$ cat src/design/gpc_pkg.sv
package gpc_pkg;
  // ==========================================================
  // register map, byte addresses are four times the index
  localparam logic [7:0] IDX_PIN37 = 8'h3A;
  localparam logic [7:0] IDX_PIN40 = 8'h3B;
  localparam logic [7:0] IDX_PIN41 = 8'h3C;
  localparam logic [7:0] IDX_PIN42 = 8'h3D;
  localparam logic [7:0] IDX_PIN43 = 8'h3E;
  localparam logic [7:0] IDX_IRQ_STATUS = 8'h50;
  localparam logic [7:0] IDX_IRQ_MASK   = 8'h51;
  localparam logic [7:0] IDX_PIN_LEVEL  = 8'h52;
  localparam logic [7:0] IDX_DEV_DISABLE = 8'h53;
  localparam int ADDR_W = 10;
  // ==========================================================
  // fields
  localparam int BIT_DIR = 0;
  localparam int BIT_POL = 1;
  localparam int BIT_ALT = 2;
  localparam int BIT_OD  = 7;
  localparam logic [1:0] FN_GPIO = 2'h0;
  localparam logic [1:0] FN_ALT1 = 2'h1;
  localparam logic [1:0] FN_ALT2 = 2'h2;
  localparam logic [1:0] FN_ALT3 = 2'h3;
  localparam logic [7:0] CFG_RESET = 8'h01;
  localparam logic [7:0] DEV_DISABLE_RESET = 8'h00;
  // masks of writable bits, reserved bits read zero
  localparam logic [7:0] MASK_ONEBIT = 8'h87;
  localparam logic [7:0] MASK_TWOBIT = 8'h8F;
  localparam logic [7:0] ZERO8 = 8'h00;
  localparam int NPIN = 5;
  // pin indexes in vectors
  localparam int P37 = 0;
  localparam int P40 = 1;
  localparam int P41 = 2;
  localparam int P42 = 3;
  localparam int P43 = 4;
  // interrupt status bits
  localparam int IRQ_EDGE2 = 0;
  localparam int IRQ_EDGE3 = 1;
endpackage : gpc_pkg

$ cat src/design/gpc_pin_cell.sv
`timescale 1ns/1ps
module gpc_pin_cell (
  // configuration
  input  wire logic isInput,
  input  wire logic invert,
  input  wire logic openDrain,
  // value to present, before polarity
  input  wire logic outValue,
  // pin side, combinational
  output logic      padOut,
  output logic      padOe
);
  logic level;
  always_comb begin
    level = outValue ^ invert;
    // open drain only ever pulls low
    if (isInput) begin
      padOut = 1'b0;
      padOe  = 1'b0;
    end else if (openDrain) begin
      padOut = 1'b0;
      padOe  = ~level;
    end else begin
      padOut = level;
      padOe  = 1'b1;
    end
  end
endmodule : gpc_pin_cell

$ cat src/design/gpc_pin_config_group.sv
`timescale 1ns/1ps
module gpc_pin_config_group (
  // clock and reset
  input  wire logic                          core_clk,
  input  wire logic                          srst,
  input  wire logic                          standbyPowerOnReset,
  // avalon-mm slave
  input  wire logic [gpc_pkg::ADDR_W-1:0]    avsAddress,
  input  wire logic                          avsRead,
  input  wire logic                          avsWrite,
  input  wire logic [31:0]                   avsWritedata,
  input  wire logic [3:0]                    avsByteenable,
  output logic      [31:0]                   avsReaddata,
  output logic                               avsWaitrequest,
  output logic [1:0]                         avsResponse,
  // alternate function sources
  input  wire logic                          gateA20Out,
  input  wire logic                          driveDensityBit0,
  input  wire logic                          driveDensityBit1,
  input  wire logic                          pmEventOutN,
  // pins: three signals each
  input  wire logic [gpc_pkg::NPIN-1:0]      pinIn,
  output logic      [gpc_pkg::NPIN-1:0]      pinOut,
  output logic      [gpc_pkg::NPIN-1:0]      pinOe,
  // device-disable register and interrupt
  output logic      [7:0]                    devDisable,
  output logic                               disableRegWriteGuard,
  output logic                               irq
);
  import gpc_pkg::*;

  // ==========================================================
  // input synchronisers
  logic [NPIN-1:0] pinSync;
  gpc_sync u_sync (
    .core_clk (core_clk),
    .srst     (srst),
    .asyncIn  (pinIn),
    .syncOut  (pinSync)
  );

  // ==========================================================
  // registers
  logic [7:0] cfg_reg [NPIN];
  logic [7:0] cfg_next [NPIN];
  logic [7:0] devDisable_reg;
  logic [7:0] devDisable_next;
  logic [1:0] irqStatus_reg;
  logic [1:0] irqStatus_next;
  logic [1:0] irqMask_reg;
  logic [1:0] irqMask_next;
  logic [NPIN-1:0] pinPrev_reg;
  logic [NPIN-1:0] pinPrev_next;
  logic [31:0] readData_reg;
  logic [31:0] readData_next;
  logic waitReq_reg;
  logic waitReq_next;
  logic [1:0] resp_reg;
  logic [1:0] resp_next;
  logic [NPIN-1:0] padOut_reg;
  logic [NPIN-1:0] padOe_reg;
  logic [NPIN-1:0] padOut_w;
  logic [NPIN-1:0] padOe_w;
  logic guard_reg;
  logic guard_next;
  logic irq_reg;
  logic irq_next;
  logic [NPIN-1:0] pinLevel;
  // main-power, hard and standby-power reset clear the same state, save the input synchronisers, which only srst clears
  logic anyReset;
  assign anyReset = srst | standbyPowerOnReset;

  // ==========================================================
  // bus decode: one wait state, answer on second edge of request
  logic        accept;
  logic        complete;
  logic [7:0]  index;
  logic        wordAligned;
  logic [7:0]  wrByte;
  logic        wrLane0;
  logic        guardSel;
  logic        lockField;
  logic        edge2Sel;
  logic        edge3Sel;
  logic [1:0]  edgeHit;

  always_comb begin
    accept      = (avsRead | avsWrite) & waitReq_reg;
    // writes land on the edge that ends the transfer, not at acceptance
    complete    = (avsRead | avsWrite) & ~waitReq_reg;
    wordAligned = (avsAddress[1:0] == 2'h0);
    index       = avsAddress[ADDR_W-1:2];
    wrByte      = avsWritedata[7:0];
    wrLane0     = avsWrite & complete & avsByteenable[0];
    guardSel    = (cfg_reg[P43][3:2] == FN_ALT1);
    lockField   = guardSel;
    edge2Sel    = (cfg_reg[P41][3:2] == FN_ALT2);
    edge3Sel    = (cfg_reg[P43][3:2] == FN_ALT3);
    edgeHit[IRQ_EDGE2] = edge2Sel & (pinSync[P41] ^ pinPrev_reg[P41]);
    edgeHit[IRQ_EDGE3] = edge3Sel & (pinSync[P43] ^ pinPrev_reg[P43]);
  end

  // ==========================================================
  // bus answer: data and response stand for one cycle only
  always_comb begin
    waitReq_next  = ~accept;
    resp_next     = 2'h0;
    readData_next = '0;
    if (accept) begin
      if (!wordAligned) begin
        // unaligned lanes are refused rather than guessed at
        resp_next = 2'h2;
      end else begin
        case (index)
          IDX_PIN37: readData_next[7:0] = cfg_reg[P37];
          IDX_PIN40: readData_next[7:0] = cfg_reg[P40];
          IDX_PIN41: readData_next[7:0] = cfg_reg[P41];
          IDX_PIN42: readData_next[7:0] = cfg_reg[P42];
          IDX_PIN43: readData_next[7:0] = cfg_reg[P43];
          IDX_IRQ_STATUS: readData_next[1:0] = irqStatus_reg;
          IDX_IRQ_MASK: readData_next[1:0] = irqMask_reg;
          IDX_PIN_LEVEL: readData_next[NPIN-1:0] = pinLevel;
          IDX_DEV_DISABLE: readData_next[7:0] = devDisable_reg;
          default: resp_next = 2'h2;
        endcase
      end
      // a write answers with zero data
      if (avsWrite) begin
        readData_next = '0;
      end
    end
  end

  // ==========================================================
  // configuration registers
  always_comb begin
    for (int i = 0; i < NPIN; i++) begin
      cfg_next[i] = cfg_reg[i];
    end
    if (wrLane0 && wordAligned) begin
      case (index)
        IDX_PIN37: cfg_next[P37] = wrByte & MASK_ONEBIT;
        IDX_PIN40: cfg_next[P40] = wrByte & MASK_ONEBIT;
        IDX_PIN41: cfg_next[P41] = wrByte & MASK_TWOBIT;
        IDX_PIN42: cfg_next[P42] = wrByte & MASK_ONEBIT;
        IDX_PIN43: begin
          cfg_next[P43] = wrByte & MASK_TWOBIT;
          // once locked, only a reset frees the field
          if (lockField) begin
            cfg_next[P43][3:2] = FN_ALT1;
          end
        end
        default: ;
      endcase
    end
  end

  // ==========================================================
  // device-disable register and its write guard
  always_comb begin
    devDisable_next = devDisable_reg;
    if (wrLane0 && wordAligned && (index == IDX_DEV_DISABLE)) begin
      // guard high blocks the write, low lets it through
      if (!(guardSel && pinSync[P43])) begin
        devDisable_next = wrByte;
      end
    end
    // guard level ignores the polarity bit
    guard_next = guardSel & pinSync[P43];
  end

  // ==========================================================
  // interrupt status, mask and edge history
  always_comb begin
    pinPrev_next   = pinSync;
    irqMask_next   = irqMask_reg;
    irqStatus_next = irqStatus_reg;
    if (wrLane0 && wordAligned && (index == IDX_IRQ_MASK)) begin
      irqMask_next = wrByte[1:0];
    end
    // only a write to the status index clears, one bit per one written
    if (wrLane0 && wordAligned && (index == IDX_IRQ_STATUS)) begin
      irqStatus_next = irqStatus_reg & ~wrByte[1:0];
    end
    // hardware set wins over write-one clear
    irqStatus_next = irqStatus_next | edgeHit;
    irq_next       = |(irqStatus_next & irqMask_next);
  end

  // ==========================================================
  // pin drive, one cell per pin
  logic [NPIN-1:0] altOn;
  logic [NPIN-1:0] altVal;
  logic [NPIN-1:0] forceIn;
  always_comb begin
    altOn   = '0;
    altVal  = '0;
    forceIn = '0;
    altOn[P37]  = cfg_reg[P37][BIT_ALT];
    altVal[P37] = gateA20Out;
    altOn[P40]  = cfg_reg[P40][BIT_ALT];
    altVal[P40] = driveDensityBit0;
    altOn[P41]  = (cfg_reg[P41][3:2] == FN_ALT1);
    altVal[P41] = driveDensityBit1;
    // active-low source passes straight; non-inverted output stays active low
    altOn[P42]  = cfg_reg[P42][BIT_ALT];
    altVal[P42] = pmEventOutN;
    forceIn[P41] = edge2Sel;
    forceIn[P43] = guardSel | edge3Sel;
    // read-back goes through the polarity bit; forced inputs stay straight
    for (int i = 0; i < NPIN; i++) begin
      pinLevel[i] = pinSync[i] ^ (cfg_reg[i][BIT_POL] & ~forceIn[i]);
    end
  end

  genvar g;
  generate
    for (g = 0; g < NPIN; g++) begin : g_pin
      gpc_pin_cell u_cell (
        .isInput   (cfg_reg[g][BIT_DIR] | forceIn[g]),
        .invert    (cfg_reg[g][BIT_POL] & ~forceIn[g]),
        .openDrain (cfg_reg[g][BIT_OD]),
        // plain gpio output data has no register here; it drives zero
        .outValue  (altOn[g] & altVal[g]),
        .padOut    (padOut_w[g]),
        .padOe     (padOe_w[g])
      );
    end
  endgenerate

  // ==========================================================
  // registering: bus answer
  always_ff @(posedge core_clk) begin
    if (anyReset) begin
      readData_reg <= '0;
      waitReq_reg  <= 1'b1;
      resp_reg     <= 2'h0;
    end else begin
      readData_reg <= readData_next;
      waitReq_reg  <= waitReq_next;
      resp_reg     <= resp_next;
    end
  end

  // ==========================================================
  // registering: configuration, device disable, guard
  always_ff @(posedge core_clk) begin
    if (anyReset) begin
      for (int i = 0; i < NPIN; i++) begin
        cfg_reg[i] <= CFG_RESET;
      end
      devDisable_reg <= DEV_DISABLE_RESET;
      guard_reg      <= 1'b0;
    end else begin
      for (int i = 0; i < NPIN; i++) begin
        cfg_reg[i] <= cfg_next[i];
      end
      devDisable_reg <= devDisable_next;
      guard_reg      <= guard_next;
    end
  end

  // ==========================================================
  // registering: interrupts
  always_ff @(posedge core_clk) begin
    if (anyReset) begin
      irqStatus_reg <= '0;
      irqMask_reg   <= '0;
      pinPrev_reg   <= '0;
      irq_reg       <= 1'b0;
    end else begin
      irqStatus_reg <= irqStatus_next;
      irqMask_reg   <= irqMask_next;
      pinPrev_reg   <= pinPrev_next;
      irq_reg       <= irq_next;
    end
  end

  // ==========================================================
  // registering: pin drive, released while in reset
  always_ff @(posedge core_clk) begin
    if (anyReset) begin
      padOut_reg <= '0;
      padOe_reg  <= '0;
    end else begin
      padOut_reg <= padOut_w;
      padOe_reg  <= padOe_w;
    end
  end

  assign avsReaddata          = readData_reg;
  assign avsWaitrequest       = waitReq_reg;
  assign avsResponse          = resp_reg;
  assign pinOut               = padOut_reg;
  assign pinOe                = padOe_reg;
  assign devDisable           = devDisable_reg;
  assign disableRegWriteGuard = guard_reg;
  assign irq                  = irq_reg;
endmodule : gpc_pin_config_group

$ cat src/design/gpc_sync.sv
`timescale 1ns/1ps
module gpc_sync (
  // clock and reset
  input  wire logic                   core_clk,
  input  wire logic                   srst,
  // levels
  input  wire logic [gpc_pkg::NPIN-1:0] asyncIn,
  output logic      [gpc_pkg::NPIN-1:0] syncOut
);
  import gpc_pkg::*;
  logic [NPIN-1:0] stageOne_reg;
  logic [NPIN-1:0] stageOne_next;
  logic [NPIN-1:0] stageTwo_reg;
  logic [NPIN-1:0] stageTwo_next;

  always_comb begin
    stageOne_next = asyncIn;
    stageTwo_next = stageOne_reg;
  end

  always_ff @(posedge core_clk) begin
    if (srst) begin
      stageOne_reg <= '0;
      stageTwo_reg <= '0;
    end else begin
      stageOne_reg <= stageOne_next;
      stageTwo_reg <= stageTwo_next;
    end
  end

  assign syncOut = stageTwo_reg;
endmodule : gpc_sync

$ cat config.mk
export PLATFORM = sky130hd
export DESIGN_NAME = gpc_pin_config_group
export DESIGN_NICKNAME = d
export VERILOG_FILES = /design/src/design/gpc_pkg.sv /design/src/design/gpc_pin_cell.sv /design/src/design/gpc_pin_config_group.sv /design/src/design/gpc_sync.sv
export SDC_FILE = /design/constraint.sdc
export NUM_CORES = 1
export LEC_CHECK = 0
export BUFFER_PORTS_ARGS = -buffer_cell sky130_fd_sc_hd__buf_2
export CORE_MARGIN = 2
export CORE_UTILIZATION = 44
export DETAILED_ROUTE_END_ITERATION = 10
export GPL_TIMING_DRIVEN = 0
export HOLD_SLACK_MARGIN = 0.15
export PLACE_DENSITY = 0.76
export SYNTH_ARGS = -nofsm -noshare
export SYNTH_HDL_FRONTEND = slang
export SYNTH_SLANG_ARGS = --single-unit
$ cat constraint.sdc
create_clock -name core_clk -period 1.5 [get_ports core_clk]
set_input_delay 0.225 -clock core_clk [delete_from_list [all_inputs] [get_ports core_clk]]
set_output_delay 0.225 -clock core_clk [all_outputs]
set_load 0.01 [all_outputs]
==> results of run 1 <==
==> power breakdown <==
group          switching [mW]  internal [mW]
combinational           0.171          0.132
clock                   0.636          0.770
sequential            0.00920           1.82
==> cell type report <==
class	instances	area (sq um)
Fill cell	642	2900
Multi-Input combinational cell	242	1550
Sequential cell	68	1360
Timing Repair Buffer	71	404
Buffer	39	254
Clock buffer	14	183
Tap cell	96	120
Inverter	3	11.3
Clock inverter	1	5.00
==> how the worst min path moves through the flow <==
| stage | from | to | slack [ps] | cells after the start |
|---|---|---|---|---|
| 2_1_floorplan | avsWritedata[0] | cfg_reg[0][16] | 350 | 2 |
| 3_3_place_gp | u_sync.stageOne_reg[3] | u_sync.syncOut[3] | 420 | 1 |
| 3_5_place_dp | u_sync.stageOne_reg[1] | u_sync.syncOut[1] | 420 | 1 |
| 4_1_cts | avsWritedata[3] | cfg_reg[0][19] | 160 | 3 |
| 5_1_grt | avsWritedata[3] | devDisable[3] | 180 | 3 |
| 6_report | avsWritedata[3] | cfg_reg[0][19] | 160 | 3 |
==> cells by family (layout without fill, tap and decap cells) <==
logic type | after synthesis | in the layout | share of synthesized area [%]
DFF | 68 | 68 | 44.3
and+or+nand+nor | 131 | 131 | 24.1
xor gates and xnor gates | 10 | 10 | 2.85
muxes | 30 | 30 | 10.2
buffers and inverters | 42 | 128 | 8.55
AOI/OAI and AO/OA | 46 | 46 | 9.85
other | 1 | 25 | 0.122
==> layout by cell type, fill, tap and decap left out, drive strengths merged, types with 2 or more instances in the layout <==
cell type	n
dlygate4sd3	8
nor4b	3
conb	25
and3	3
buf	92
a32oi	2
dfxtp	68
nand4b	2
o221a	2
xnor2	4
nand3b	4
and2	3
mux2i	28
a211oi	2
a32o	3
o22ai	3
nand2	27
inv	3
xor2	6
o21ai	10
nor2b	21
o211ai	2
nor3	6
a21oi	14
nand3	13
or3	2
clkbuf	24
nor2	31
nor4	5
nand2b	5
or2	2
==> critical path: cells and delay by family, from the launching register on <==
kind                   cells  cell delay [ps]
AO/OA/AOI/OAI              1              100
buffers and inverters      1              170
flip-flops                 1              340
AND/OR/NAND/NOR            3              740
==> layer usage <==
layer / track usage [%] / up-vias / wire, um
li1: - / 1307 / -
met1: 26.3 / 1232 / 3370
met2: 32.5 / 68 / 3570
met3: 6.13 / 12 / 373
met4: 6.15 / 0 / 116
met5: 0 / - / 0
==> repair_timing <==
action                                  CTS  global route
pin swaps                                 2             1
endpoints found under the setup margin   36            15
gates resized for setup                   1             4
hold endpoints to repair                  8             0
setup buffers                             2             0
hold buffers                              8             0
==> impl_metrics.toml, run 1 <==
[run_status]
status = "finished, final reports clean"

[finish]
design_area_sq_um = 3890
diodes = 0
final_layout_size_suffix_gt1_share_pct = 28.3
stdcell_count = 534
final_util_pct = 57.3
syn_to_final_growth_pct = 26.7
largest_register_ffs = 22
layout.nets = 494

[cts]
path_clk_slew_ps = 70
cts_sinks = 68
cts_buffers = 9
tritoncts = "done"
htree_levels = 3
clk_path_buf_depth = 2
cts_root_buffer = "clkbuf_8"
insertion_delay_ps = 340

[place]
dp_cells = 509
io_buffers = 61
dpl_cell_area_sq_um = 3590
dp_slack_ps = -418
dp_hpwl_mm = 5.65
place_congestion = 0.974

[detailed_routing]
drcViolationCount = 0
finalWirelength_mm = 7.43
ant_nets = 0
wl_per_cell_um = 13.9
drtIter0Drc = 115
dr_total_vias = 2619
routed_via_density = 4.90
drt_pass1_iterations = 5

[sta]
finalCriticalPeriod_ps = 1410
relSlewSlack_pct = 60.7
finalWorstSetupSlack_ps = 93.1
setup_viol = 0
rsz0062_at_grt = "false"
drv_slew = 0
fin_skew_ps = 6.06
whs_ps = 162
min_period_over_period_pct = 93.8
timing.fmax_mhz = 711
worst_slew_pin_slew_ps = 589
hold_viol = 0
finalSetupTns_ps = 0

[synthesis]
synthTopCellsByCount = "dfxtp_1, nor2_1, mux2i_1, buf_4, nand2_1"
ys_warn_count = 0
seq_area_frac_synth_pct = 44.3
async_reset_ff_share_pct = 0
synth.avg_cell_area_sq_um = 9.37
yosys_register_bits = 68
synthCells = 328
synth.distinct_cells = 50
synth_area_leader_cell = "dfxtp_1"
synth_top_area_share_pct = 44.3
post-synth-top-count-cell = "dfxtp_1"
syn_area_sq_um = 3070
synth_top_flop_cell = "dfxtp_1"
synth_edf_count = 0
yosys-top-cells-area = "dfxtp_1, mux2i_1, buf_4, nor2b_1, nor2_1"

[worst_setup_path]
worstPathRequired_ps = 1770
start_kind = "flop"
critPathMaxStageDelay_ps = 500
reg2regPathDepth = 5
cp-endpoint = "cfg_reg[0][15]"
end_kind = "flop"
cp_max_fo = 8
startpoint = "avsWaitrequest"
crit_chain = "or4_4 -> nor4_4 -> buf_6 -> nand3_1 -> o21ai_1"
reg2reg_to = "cfg_reg[0][15]"
arrival_ps = 1680
critPathSlowestCell = "or4_4"
r2r_slack_ps = 90
worstSetupPathType = "reg2reg"
r2r-start = "avsWaitrequest"

[power_and_ir_drop]
p_leak_nw = 1.80
irDropWorstVdd_uv = 679
power_mw = 3.54
powerDensity_nw_per_um2 = 910

[grt]
grt_pass1_wl_mm = 11.8
grt_usage_pct = 20.2
antenna_found_initial = 0
grt_pass1_vias = 2427
grt-ovfl-total = 0
grt_max_degree = 11

[floorplanning]
placementRows = 30
core_sq_um = 6790
ios = 115
initial_core_util_pct = 45.2
die_w_um = 87.6
dieArea_sq_um = 7670
die_y_um = 87.6

[job]
maxCapViolations = 0

[hold_path]
hold_class = "in2reg"
No activity file was read; power rests on OpenSTA's default activity.
==> run 2: changes to the inputs <==
==> constraint.sdc (replaced) <==
create_clock -name core_clk -period 1.5 [get_ports core_clk]
set_input_delay 0 -clock core_clk [delete_from_list [all_inputs] [get_ports core_clk]]
set_output_delay 0 -clock core_clk [all_outputs]
set_load 0.01 [all_outputs]
==> run 2 against run 1 <==
Net effect: via count rose by 2.9%; clock power barely moved; worst hold slack got worse by 6.2 ps; first-iteration DRC count rose by 33%; global-route usage rose by 0.71 points; power rose by 1.4%.
==> impl_metrics.toml, run 2 (synthesized netlist as in run 1, its figures left out) <==
[run_status]
status = "finished, final reports clean"

[cts]
htree_levels = 3
cts_sinks = 68
path_clk_slew_ps = 70
tritoncts = "done"
insertion_delay_ps = 340
cts_buffers = 9
clk_path_buf_depth = 2
cts_root_buffer = "clkbuf_8"

[sta]
relSlewSlack_pct = 59.9
finalCriticalPeriod_ps = 1410
timing.fmax_mhz = 710
min_period_over_period_pct = 93.9
finalSetupTns_ps = 0
worst_slew_pin_slew_ps = 601
rsz0062_at_grt = "false"
hold_viol = 0
setup_viol = 0
fin_skew_ps = 5.09
drv_slew = 0

[place]
dp_hpwl_mm = 5.65
io_buffers = 61
dpl_cell_area_sq_um = 3590
place_congestion = 0.974

[grt]
antenna_found_initial = 0
grt_pass1_wl_mm = 12.3
grt_max_degree = 11
grt_usage_pct = 20.9
grt-ovfl-total = 0
grt_pass1_vias = 2549

[job]
maxCapViolations = 0

[finish]
multi_input_area_sq_um = 1550
design_area_sq_um = 4110
nFillCells = 619
mostFrequentLayoutCells = "dfxtp_1, buf_2, nor2_1, dlygate4sd3_1"
syn_to_final_growth_pct = 33.8
final_common_cell = "dfxtp_1"
diodes = 0
final_layout_size_suffix_gt1_share_pct = 27.0
seq_area_sq_um = 1360
largest_register_ffs = 22
layout.nets = 516

[floorplanning]
initial_core_util_pct = 45.2
die_y_um = 87.6
core_sq_um = 6790
die_w_um = 87.6
ios = 115
dieArea_sq_um = 7670
placementRows = 30

[detailed_routing]
wl_per_cell_um = 13.9
drtIter0Drc = 153
finalWirelength_mm = 7.74
drcViolationCount = 0
routed_via_density = 4.85
drt_pass1_iterations = 4
dr_total_vias = 2696
ant_nets = 0

[worst_setup_path]
arrival_ps = 1640
end_kind = "flop"
worstSetupPathType = "in2reg"
start_kind = "input port"
cp_max_fo = 2
r2r_slack_ps = 100
worstPathRequired_ps = 1730

[hold_path]
hold_class = "in2reg"

[power_and_ir_drop]
powerDensity_nw_per_um2 = 873
power_mw = 3.59
p_leak_nw = 1.90
irDropWorstVdd_uv = 683
## run 2: cell types whose count changed in the layout (fill, tap and decap cells not counted), sizes merged
cell	previous run	this run
dlygate4sd3	8	30
## run 2: cell type report
type	instances	share of cell area [%]
clock inverter	1	0.122
inverter	3	0.274
timing repair buffer	93	15.2
buffer	39	6.18
sequential	68	33.1
clock buffer	14	4.44
tap	96	2.92
multi-input combinational	242	37.8
## run 2: what timing repair did
item | in CTS | in global routing
setup endpoints to repair | 33 | 16
pin swaps | 2 | 1
hold buffers | 30 | 0
endpoints found under the hold margin | 62 | 0
setup buffers | 2 | 0
resized for setup | 0 | 5
## run 2: critical path: stages
cell and delay (ps):
dlygate4sd3_1 550, buf_2 130, o211ai_1 290, dlygate4sd3_1 630
a21oi_1 50
## run 2: path summary, 6_finish.rpt
check / to / cells after the start / from
setup / recovery: avsResponse[1] / 5 / avsRead
hold reg to reg: u_sync.syncOut[3] / 1 / u_sync.stageOne_reg[3]
hold / removal: irqMask_reg[1] / 4 / avsAddress[4]
setup reg to reg: cfg_reg[0][15] / 5 / avsWaitrequest
## run 2: report_power, final
part	internal, mW	total [mW]	switching, mW
clock	0.770	1.41	0.638
combinational	0.170	0.351	0.181
sequential	1.82	1.83	0.00926
## run 2: layer usage
metal	GRT usage, %	wire (um)	up-vias
li1	-	-	1350
met1	27.2	3390	1248
met5	0	0	-
met2	33.6	3730	88
met3	5.75	508	10
met4	7.27	120	0
## run 2: per-stage QoR
| step | util [%] | std cells | hold WS [ps] | worst slack [ps] |
|---|---|---|---|---|
| CTS | 60.2 | 556 | 144 | 9.35 |
| floorplan | - | 352 | 125 | 7.68 |
| global placement | 52.8 | 509 | 206 | -155 |
| global route | 60.5 | 556 | 182 | 7.38 |
| finish | 60.5 | 556 | 156 | 91.4 |
| detailed placement | 52.8 | 509 | 218 | -193 |
